<file path="src/asr_pkg.sv">
// asr_pkg: constants and types for the asynchronous static memory controller.
// assumes a 200 MHz clock; all timing counts derive from the fastest grade.
package asr_pkg;

   // ************************************************************
   // geometry
   // ************************************************************
   localparam int unsigned ASR_ADDR_W = 17;
   localparam int unsigned ASR_DATA_W = 8;
   localparam int unsigned ASR_DEPTH  = 131072;

   // ************************************************************
   // timing, fastest grade, in picoseconds, and derived cycle counts
   // ************************************************************
   localparam int unsigned ASR_CLK_PS     = 5000;
   localparam int unsigned ASR_T_RC_PS    = 15000;
   localparam int unsigned ASR_T_AA_PS    = 15000;
   localparam int unsigned ASR_T_WC_PS    = 15000;
   localparam int unsigned ASR_T_CW_PS    = 12000;
   localparam int unsigned ASR_T_AW_PS    = 9000;
   localparam int unsigned ASR_T_DS_PS    = 8000;
   localparam int unsigned ASR_T_HZWE_PS  = 6000;
   localparam int unsigned ASR_T_HZOE_PS  = 6000;

   function automatic int unsigned asr_cyc_up(input int unsigned ps);
      int unsigned c;
      c = (ps + ASR_CLK_PS - 1) / ASR_CLK_PS;
      return (c < 1) ? 1 : c;
   endfunction

   localparam int unsigned ASR_RD_CYC   = asr_cyc_up(ASR_T_AA_PS) + 1;
   localparam int unsigned ASR_RC_CYC   = asr_cyc_up(ASR_T_RC_PS);
   localparam int unsigned ASR_WR_CYC   = asr_cyc_up(ASR_T_CW_PS);
   localparam int unsigned ASR_WC_CYC   = asr_cyc_up(ASR_T_WC_PS);
   localparam int unsigned ASR_TURN_CYC = asr_cyc_up(ASR_T_HZOE_PS);
   localparam int unsigned ASR_CNT_W    = 4;

   // ************************************************************
   // state machine
   // ************************************************************
   typedef enum logic [2:0] {
      ASR_IDLE  = 3'b000,
      ASR_READ  = 3'b001,
      ASR_WRITE = 3'b010,
      ASR_RECOV = 3'b011,
      ASR_TURN  = 3'b100
   } asr_state_t;

endpackage

</file>
<file path="src/asr_tim_if.sv">
// asr_tim_if: load and done handshake between the controller and its phase timer.
// assumes both ends sit on the same clock.
`timescale 1ns/1ps
interface asr_tim_if;
   import asr_pkg::*;
   logic                 load;
   logic [ASR_CNT_W-1:0] count;
   logic                 done;
   modport ctrl (output load, output count, input done);
   modport tim  (input load, input count, output done);
endinterface

</file>
<file path="src/asr_ctrl.sv">
// asr_ctrl: clocked controller driving an asynchronous 128k x 8 static memory.
// assumes the memory pins are wired directly, data_io resolved by the bench.
// limitation: one access in flight; every read pays a bus turnaround.
// no pin is decoded combinationally, so select and strobe cannot glitch.
`timescale 1ns/1ps
module asr_ctrl
   import asr_pkg::*;
#(
   parameter int unsigned ADDR_W = ASR_ADDR_W,
   parameter int unsigned DATA_W = ASR_DATA_W
)(
   // clock and reset
   input  wire logic              clock,
   input  wire logic              srst,
   // user request
   input  wire logic              req_valid,
   input  wire logic              req_write,
   input  wire logic [ADDR_W-1:0] req_addr,
   input  wire logic [DATA_W-1:0] req_wdata,
   output logic                   req_ready,
   // user response
   output logic                   rsp_valid,
   output logic [DATA_W-1:0]      rsp_rdata,
   // memory pins
   output logic [ADDR_W-1:0]      address_in,
   output logic                   chip_sel_n,
   output logic                   write_en_n,
   output logic                   out_en_n,
   input  wire logic [DATA_W-1:0] data_io_i,
   output logic [DATA_W-1:0]      data_io_o,
   output logic                   data_io_oe
);

   // ************************************************************
   // state
   // ************************************************************
   typedef struct packed {
      // sequencing
      asr_state_t          fsm;
      logic                rdy;
      // read response
      logic                rv;
      logic [DATA_W-1:0]   rd;
      // memory pins, each one a register
      logic [ADDR_W-1:0]   addr;
      logic                cs_n;
      logic                we_n;
      logic                oe_n;
      logic [DATA_W-1:0]   dout;
      logic                doe;
   } asr_cstate_t;

   asr_cstate_t st_reg;
   asr_cstate_t st_next;

   // ************************************************************
   // helpers
   // ************************************************************
   // phase length as loaded into the timer
   // counts come rounded up from the package and are never zero
   function automatic logic [ASR_CNT_W-1:0] asr_phase(input int unsigned cyc);
      return ASR_CNT_W'(cyc);
   endfunction

   // memory deselected and quiet, controller ready for the next request
   function automatic asr_cstate_t asr_release(input asr_cstate_t s);
      asr_cstate_t r;
      r      = s;
      r.fsm  = ASR_IDLE;
      r.rdy  = 1'b1;
      r.cs_n = 1'b1;
      r.we_n = 1'b1;
      r.oe_n = 1'b1;
      r.doe  = 1'b0;
      return r;
   endfunction

   // ************************************************************
   // phase timer
   // ************************************************************
   // kept apart so the sequencer carries no counter of its own;
   // done must not depend on load, or the two would form a loop
   asr_tim_if tif ();

   asr_timer u_timer (
      .clock (clock),
      .srst  (srst),
      .tif   (tif)
   );

   // ************************************************************
   // next state
   // ************************************************************
   always_comb begin
      st_next      = st_reg;
      st_next.rv   = 1'b0;
      tif.load     = 1'b0;
      tif.count    = '0;
      unique case (st_reg.fsm)
         ASR_IDLE: begin
            if (req_valid && st_reg.rdy) begin
               st_next.rdy  = 1'b0;
               // address set up with select, never after
               st_next.addr = req_addr;
               st_next.cs_n = 1'b0;
               tif.load     = 1'b1;
               if (req_write) begin
                  // output enable held high so no bus fight during write
                  st_next.fsm  = ASR_WRITE;
                  st_next.we_n = 1'b0;
                  st_next.oe_n = 1'b1;
                  st_next.dout = req_wdata;
                  // drive only after memory released bus from a prior read
                  st_next.doe  = 1'b1;
                  tif.count    = asr_phase(ASR_WR_CYC);
               end else begin
                  st_next.fsm  = ASR_READ;
                  st_next.we_n = 1'b1;
                  st_next.oe_n = 1'b0;
                  st_next.doe  = 1'b0;
                  tif.count    = asr_phase(ASR_RD_CYC);
               end
            end
         end

         ASR_READ: begin
            if (tif.done) begin
               // sample before releasing controls, data still within hold
               st_next.rd   = data_io_i;
               st_next.rv   = 1'b1;
               st_next.cs_n = 1'b1;
               st_next.oe_n = 1'b1;
               st_next.fsm  = ASR_TURN;
               tif.load     = 1'b1;
               tif.count    = asr_phase(ASR_TURN_CYC);
            end
         end

         ASR_WRITE: begin
            if (tif.done) begin
               // strobe and select rise together, ending the overlap
               st_next.we_n = 1'b1;
               st_next.cs_n = 1'b1;
               st_next.fsm  = ASR_RECOV;
               tif.load     = 1'b1;
               // rest of the write cycle, at least one cycle of data hold
               tif.count    = asr_phase(ASR_WC_CYC - ASR_WR_CYC + 1);
            end
         end

         ASR_RECOV: begin
            // data held one more cycle past the write end
            st_next.doe = 1'b0;
            if (tif.done) begin
               st_next = asr_release(st_next);
            end
         end

         ASR_TURN: begin
            // memory drivers may still be floating; nobody drives yet
            if (tif.done) begin
               st_next = asr_release(st_next);
            end
         end

         // codes five to seven are unused; recover to a quiet bus
         default: begin
            st_next = asr_release(st_next);
         end
      endcase
   end

   // ************************************************************
   // registers
   // ************************************************************
   // reset leaves the memory deselected with the bus released
   always_ff @(posedge clock) begin
      if (srst) begin
         st_reg         <= '0;
         st_reg.fsm     <= ASR_IDLE;
         st_reg.rdy     <= 1'b1;
         st_reg.cs_n    <= 1'b1;
         st_reg.we_n    <= 1'b1;
         st_reg.oe_n    <= 1'b1;
      end else begin
         st_reg <= st_next;
      end
   end

   // ************************************************************
   // pin drivers
   // ************************************************************
   // straight from registers: a glitch on select or strobe of an
   // asynchronous memory could start a stray write
   assign req_ready  = st_reg.rdy;
   assign rsp_valid  = st_reg.rv;
   assign rsp_rdata  = st_reg.rd;
   assign address_in = st_reg.addr;
   assign chip_sel_n = st_reg.cs_n;
   assign write_en_n = st_reg.we_n;
   assign out_en_n   = st_reg.oe_n;
   assign data_io_o  = st_reg.dout;
   assign data_io_oe = st_reg.doe;

endmodule

</file>
<file path="src/asr_timer.sv">
// asr_timer: down counter that times one phase of a memory cycle.
// assumes load is a one-cycle pulse; done is high in the last cycle of the phase.
`timescale 1ns/1ps
module asr_timer
   import asr_pkg::*;
(
   // clock and reset
   input  wire logic clock,
   input  wire logic srst,
   // phase handshake
   asr_tim_if.tim    tif
);

   typedef struct packed {
      logic [ASR_CNT_W-1:0] cnt;
   } asr_tstate_t;

   asr_tstate_t st_reg;
   asr_tstate_t st_next;

   always_comb begin
      st_next = st_reg;
      if (tif.load) begin
         st_next.cnt = tif.count;
      end else if (st_reg.cnt != '0) begin
         st_next.cnt = st_reg.cnt - 4'h1;
      end
   end

   always_ff @(posedge clock) begin
      if (srst) begin
         st_reg <= '0;
      end else begin
         st_reg <= st_next;
      end
   end

   // last cycle of a phase is when one count remains; a plain decode of the
   // count, since the controller raises load from done in the same cycle
   assign tif.done = (st_reg.cnt == 4'h1);

endmodule

</file>
<file path="config.mk">
export PLATFORM = sky130hd
export DESIGN_NAME = asr_ctrl
export DESIGN_NICKNAME = d
export VERILOG_FILES = /design/src/asr_pkg.sv /design/src/asr_tim_if.sv /design/src/asr_ctrl.sv /design/src/asr_timer.sv
export SDC_FILE = /design/constraint.sdc
export NUM_CORES = 1
export LEC_CHECK = 0
export ABC_AREA = 1
export BUFFER_PORTS_ARGS = -buffer_cell sky130_fd_sc_hd__buf_4
export CORE_MARGIN = 4
export CORE_UTILIZATION = 35
export DETAILED_ROUTE_END_ITERATION = 7
export MAX_ROUTING_LAYER = met4
export PLACE_DENSITY_LB_ADDON = 0.05
export SLEW_MARGIN = 10
export SYNTH_ARGS = -nofsm -noshare
export SYNTH_HDL_FRONTEND = slang
export SYNTH_HIERARCHICAL = 1
export SYNTH_SLANG_ARGS = --single-unit
</file>
<file path="constraint.sdc">
create_clock -name clock -period 1.8 [get_ports clock]
set_input_delay 0.27 -clock clock [delete_from_list [all_inputs] [get_ports clock]]
set_output_delay 0.27 -clock clock [all_outputs]
set_load 0.01 [all_outputs]
</file>
==> summary.md, run 1 <==
| Metric | Value |
|---|---|
| Crit path buffers/inverters | `2` |
| Number of sinks handled by clock tree synthesis | `46` |
| # diodes | `0` |
| Cell area after technology mapping | `0.00224 sq mm` |
| Cell Rows | `28` |
| Wire length of the first global-routing pass | `around 7.6 mm` |
| Die Area | `0.00773 sq mm` |
| Post-CTS Setup Repair Bufs | `0` |
| Max incr delay on CP | `0.33 ns` |
| Root buf cell | `clkbuf_8` |
| Via/cell ratio | `approximately 4.5` |
| Number of DRC markers in iteration 0 | `59` |
| Worst-Skew Late Latency | `roughly 0.3 ns` |
| Clock H-tree levels | `2` |
| CP endpoint kind | `register` |
| Number of instances in the synthesized netlist | `around 300` |
| Flip-flop count of the largest register, all copies and words added | `17` |
| Clock tree from TritonCTS | `built` |
| Fraction of layout instances using a drive strength above 1 | `between 30% and 40%` |
| Pin count of the biggest net entering global routing | `20` |
| Max-Cap Viols | `0` |
| Final HPWL DP | `3.54 mm` |
| Worst hold slack after final layout | `slightly below 0.2 ns` |
| Final worst path period need | `1.62 ns` |
| Critical-path cell list | `inv_1 > ha_1 > nor3b_4 > nand3_1 > nand3_2 > inv_2 > or2_0 > nand3_1 > nor2_1` |
| Starting utilization of the core area | `36.9%` |
| Chip Height | `roughly 88 um` |
| Number of cells on the worst reg-to-reg path | `9` |
| Worst IR drop on VDD | `0.537 mV` |
| Overall Global Routing Usage | `12.9%` |
| Antenna violations before repair | `0` |
| Worst setup startpoint | `u_timer/st_reg[1]` |
| Residual DRC | `0` |
| Number of setup violations in the final report | `0` |
| Overall power | `3.96 mW` |
| Placeable core area | `0.00606 sq mm` |
| Cell Area, Placed | `0.00261 sq mm` |
| Number of global-route vias before repair | `1665` |
| Setup WS pre-CTS | `-0.0340 ns` |
| Count of distinct cell types in the synthesized netlist | `29` |
| Critical Path Slowest Stage Cell | `dfxtp_1` |
| Antenna Nets Post-Route | `0` |
| Average instance area after synthesis | `7.66 sq um` |
| CTS-repair resized insts | `1` |
| Crit-path max FO | `7` |
| Total leakage power | `1.26 nW` |
| Number of warnings issued by yosys | `6` |
| Number of standard cells in the layout, taps in and fillers out | `411` |
| Result of the run | `completed` |
| Fmax | `0.616 GHz` |
| Nets in the synthesized netlist | `332` |
| Endpoint arrival time on the critical path | `~1.8 ns` |
| Worst clock skew | `slightly below 0.006 ns` |
| First-pass detailed-route iteration total | `4` |
| Critical Path RT | `2.00 ns` |
| Sequential cell area fraction in the yosys report | `41.2%` |
| Total count of hold-check failures in the final report | `0` |
| Number of ports placed on the die boundary | `76` |
| Number of flip-flops and latches in the synthesized netlist | `46` |
| Maximum count of clock buffers along a single path | `2` |
| Routed wire length on met2 | `between 2 and 2.5 mm` |
| Capture point of the critical path | `u_timer/st_reg[3]` |
| Die X-Extent | `87.9 um` |
| Wire per inst | `11.4 um` |
| PortBufs | `75` |
| Cts bufs inserted | `5` |
| Power density normalized to cell area | `1460 mW/mm^2` |
| Number of cells in the design after placement | `403` |
| Commonest cells after routing, fill and taps aside | `buf_4, dfxtp_1, inv_1` |
| Most frequent standard cell in the layout excluding fill and tap cells | `buf_4` |
| Highest metal layer used by the detailed router | `met4` |
| Number of slew-limit violations in the final report | `0` |
| Clock-pin slew on the worst setup and hold paths | `approximately 0.08 ns` |
| Startpoint class of the critical path | `register` |
| Gate family responsible for the most delay along the worst path | `simple AND/OR/NAND/NOR gates` |
| Hold/Removal Path Class | `in -> reg` |
| Length of routed wiring on met1 | `around 2.2 mm` |
| Most used cell, CP | `nand3_1` |
| Count of nets after finishing | `375` |
| Final Worst Setup Slack | `roughly 0.18 ns` |
| Non-Filler Cell Area, Final | `0.00272 sq mm` |
| Hold bufs inserted after CTS | `0` |
| Via count | `approximately 1900` |
| Setup repair after global routing missed its margin | `no` |
| Routability cong. | `0.854` |
| Area delta synth->final | `21.6%` |
| Source of the worst register-to-register timing path | `u_timer/st_reg[1]` |
| Number of logic stages on the critical path including buffering | `9` |
| Critical setup path kind | `reg -> reg` |
| Fraction of the cycle the final worst path needs | `90.2%` |
| Post-Route WL | `4.70 mm` |
| Met3 routed wirelength | `352 um` |
| Worst reg2reg path endpoint | `u_timer/st_reg[3]` |
| Minimum setup slack among reg-to-reg paths | `0.18 ns` |
| Overflow left after global routing | `0` |
[per-stage QoR]
step	TNS, ns	util, %
detailed placement	-0.0340	43.1
floorplan	0	-
finish	0	44.9
global placement	0	43.1
global route	0	44.9
CTS	0	44.7
[cell type report]
class                           instances  area, sq um
Fill cell                             655         3340
Sequential cell                        46          921
Multi-Input combinational cell        160          855
Timing Repair Buffer                   80          601
Inverter                               42          158
Tap cell                               75         93.8
Clock buffer                            7         86.3
Clock inverter                          1         5.00
[cells in the mapped netlist, drive strengths merged]
cell type,number,area share (%)
nand3,17,4.6
o211ai,1,0.34
dfxtp,46,41
o21ai,42,9.6
conb,1,0.17
a21oi,30,7.1
ha,3,1.7
nor2,31,6.3
clkbuf,3,0.50
buf,41,14
inv,41,6.9
nand4,4,1.8
nand2,29,5.4
nor3b,1,0.34
clkinv,1,0.17
or2,1,0.28
[metal layers]
layer  GRT usage, %  vias to the layer above
li1               -                      985
met1           15.9                      823
met2           19.7                       46
met3           4.05                        6
met4           4.60                        0
met5              -                        -
[worst reg2reg max path, delay by kind of cell, from the launching register on]
family	cells	cell delay, ns
simple gates	6	0.88
buf+inv	2	0.18
flops	1	0.33
fa+ha+maj	1	0.15
[worst min-delay path by stage]
stage | slack (ns) | from | depth (start not counted) | end
after floorplan | 0.34 | srst | 1 | data_io_oe
after global placement | 0.43 | address_in[12] | 2 | address_in[12]
after detailed placement | 0.44 | address_in[12] | 2 | address_in[12]
after CTS | 0.19 | srst | 2 | data_io_oe
after global routing | 0.19 | srst | 2 | data_io_oe
final | 0.20 | srst | 2 | data_io_oe
[power breakdown]
group          switching [mW]  internal [mW]  leakage [nW]
sequential              0.221           1.31         0.378
clock                   0.337          0.310        0.0482
combinational           0.995          0.781         0.831
[logic make-up after synthesis]
| group | count (synthesis) | share of synthesized area (%) |
|---|---|---|
| adder cells (fa/ha/maj) | 3 | 1.68 |
| flip-flops | 46 | 41.2 |
| buffers and inverters | 86 | 21.3 |
| other | 1 | 0.168 |
| AND/OR/NAND/NOR | 83 | 18.7 |
| AO/OA/AOI/OAI | 73 | 17.0 |
Power figures use the tool's default switching activity.
==> run 2: changes to the inputs <==
RECOVER_POWER = 25   (was not set)
==> run 2 against run 1 <==
Flip-flop and latch count did not move; highest routed layer unchanged; maximum frequency did not move; clock skew is essentially flat; core utilization fell by 1.3 points; register-to-register slack hardly changed; first-iteration DRC count is 1.7% higher.
==> summary.md, run 2 (synthesis gave the netlist of run 1 again) <==
| Metric | Value |
|---|---|
| Max-Cap Viols | `0` |
| Multi-input gate area | `855 sq um` |
| Setup repair after global routing missed its margin | `no` |
| Sum Neg Setup Slack | `0 ns` |
| Die Area | `0.00773 sq mm` |
| Cts bufs inserted | `5` |
| Chip Height | `87.9 um` |
| Overall power | `3.87 mW` |
| Commonest cells after routing, fill and taps aside | `buf_4, dfxtp_1, inv_1` |
| Maximum count of clock buffers along a single path | `2` |
| CP endpoint kind | `register` |
| Cell Rows | `28` |
| Minimum setup slack among reg-to-reg paths | `0.18 ns` |
| Number of global-route vias before repair | `roughly 1700` |
| Fraction of layout instances using a drive strength above 1 | `25.9%` |
| PortBufs | `75` |
| Area taken by flip-flops and latches | `921 sq um` |
| Wire per inst | `11.5 um` |
| Clock H-tree levels | `2` |
| Worst-Skew Late Latency | `0.30 ns` |
| Pin count of the biggest net entering global routing | `20` |
| Critical setup path kind | `reg -> reg` |
| Clock tree from TritonCTS | `built` |
| Post-Route WL | `approximately 4.7 mm` |
| Hold bufs inserted after CTS | `0` |
| Number of DRC markers in iteration 0 | `60` |
| Antenna Nets Post-Route | `0` |
| Post-layout utilization of the core | `a little over two fifths` |
| Routability cong. | `0.854` |
| Fraction of the cycle the final worst path needs | `90.2%` |
| Hold/Removal Path Class | `in -> reg` |
| Worst reg2reg path endpoint | `u_timer/st_reg[3]` |
| Via/cell ratio | `around 4.5` |
| Worst hold slack after final layout | `roughly 0.20 ns` |
| Endpoint arrival time on the critical path | `between 1.5 and 2 ns` |
| # diodes | `0` |
| Result of the run | `completed` |
| Fmax | `0.616 GHz` |
| Overall Global Routing Usage | `12.9%` |
| Placeable core area | `0.00606 sq mm` |
| Die X-Extent | `slightly below 90 um` |
| Fill count | `679` |
| Non-Filler Cell Area, Final | `0.00264 sq mm` |
| Worst setup startpoint | `u_timer/st_reg[1]` |
| Number of cells on the worst reg-to-reg path | `9` |
| Length of routed wiring on met1 | `2.18 mm` |
| Clock-pin slew on the worst setup and hold paths | `0.08 ns` |
| Residual DRC | `0` |
| Number of slew-limit violations in the final report | `0` |
| Critical Path RT | `2.00 ns` |
| First-pass detailed-route iteration total | `4` |
| Worst clock skew | `0.00587 ns` |
| Total count of hold-check failures in the final report | `0` |
| Count of nets after finishing | `375` |
| Cell Area, Placed | `0.00261 sq mm` |
| Post-CTS Setup Repair Bufs | `0` |
| Met3 routed wirelength | `between 300 and 400 um` |
| Worst IR drop on VDD | `just over 0.5 mV` |
| Antenna violations before repair | `0` |
| Flip-flop count of the largest register, all copies and words added | `17` |
| Capture point of the critical path | `u_timer/st_reg[3]` |
| Final worst path period need | `1.62 ns` |
| Power density normalized to cell area | `1460 mW/mm^2` |
| Number of setup violations in the final report | `0` |
| Most frequent standard cell in the layout excluding fill and tap cells | `buf_4` |
| Number of ports placed on the die boundary | `76` |
| Crit-path max FO | `7` |
| Wire length of the first global-routing pass | `between 7 and 8 mm` |
| Root buf cell | `clkbuf_8` |
| Highest metal layer used by the detailed router | `met4` |
| Starting utilization of the core area | `36.9%` |
| Routed wire length on met2 | `around 2.1 mm` |
| Total leakage power | `roughly 1.2 nW` |
| Area delta synth->final | `18.1%` |
| Source of the worst register-to-register timing path | `u_timer/st_reg[1]` |
| CTS-repair resized insts | `1` |
| Overflow left after global routing | `0` |
| Final HPWL DP | `between 3 and 4 mm` |
| Startpoint class of the critical path | `register` |
| Number of sinks handled by clock tree synthesis | `46` |
| Via count | `1859` |
## run 2: cell types whose count changed in the layout (fill, tap and decap cells not counted), sizes merged
| cell | before | now |
|---|---|---|
| buf | 80 | 59 |
| clkbuf | 7 | 28 |
## run 2: layout make-up
cell class                      instances  share of cell area, %
Clock buffer                            7                   3.27
Timing Repair Buffer                   80                   19.8
Multi-Input combinational cell        160                   32.4
Sequential cell                        46                   34.9
Inverter                               42                   5.97
Clock inverter                          1                  0.190
Tap cell                               75                   3.55
## run 2: how the worst min path moves through the flow
stage,startpoint,endpoint,slack [ns],depth (start not counted)
6_report,srst,data_io_oe,0.20,2
3_5_place_dp,address_in[12],address_in[12],0.44,2
4_1_cts,srst,data_io_oe,0.19,2
2_1_floorplan,srst,data_io_oe,0.34,1
5_1_grt,srst,data_io_oe,0.19,2
3_3_place_gp,address_in[12],address_in[12],0.43,2
## run 2: report_power, final
| group | internal (mW) | switching, mW | total (mW) |
|---|---|---|---|
| clock network | 0.310 | 0.338 | 0.648 |
| registers | 1.31 | 0.219 | 1.53 |
| logic | 0.690 | 0.996 | 1.69 |
| total | 2.31 | 1.55 | 3.87 |
## run 2: worst max-delay path: stages, from the launching register on
cell,delay [ns]
dfxtp_1,0.33
inv_1,0.10
ha_1,0.15
nor3b_4,0.23
nand3_1,0.17
nand3_2,0.16
inv_2,0.08
or2_0,0.20
nand3_1,0.08
nor2_1,0.04
## run 2: layer usage
metal  GRT usage (%)  vias up
met5               -        -
met1            15.9      822
met2            19.7       46
li1                -      985
met3            4.05        6
met4            4.60        0
## run 2: through the flow
stage                     worst slack (ns)  instances
final                                0.176        411
after global routing              0.000498        411
after CTS                           0.0994        411
after detailed placement           -0.0340        403
after global placement             0.00594        403
after floorplan                    0.00859        292
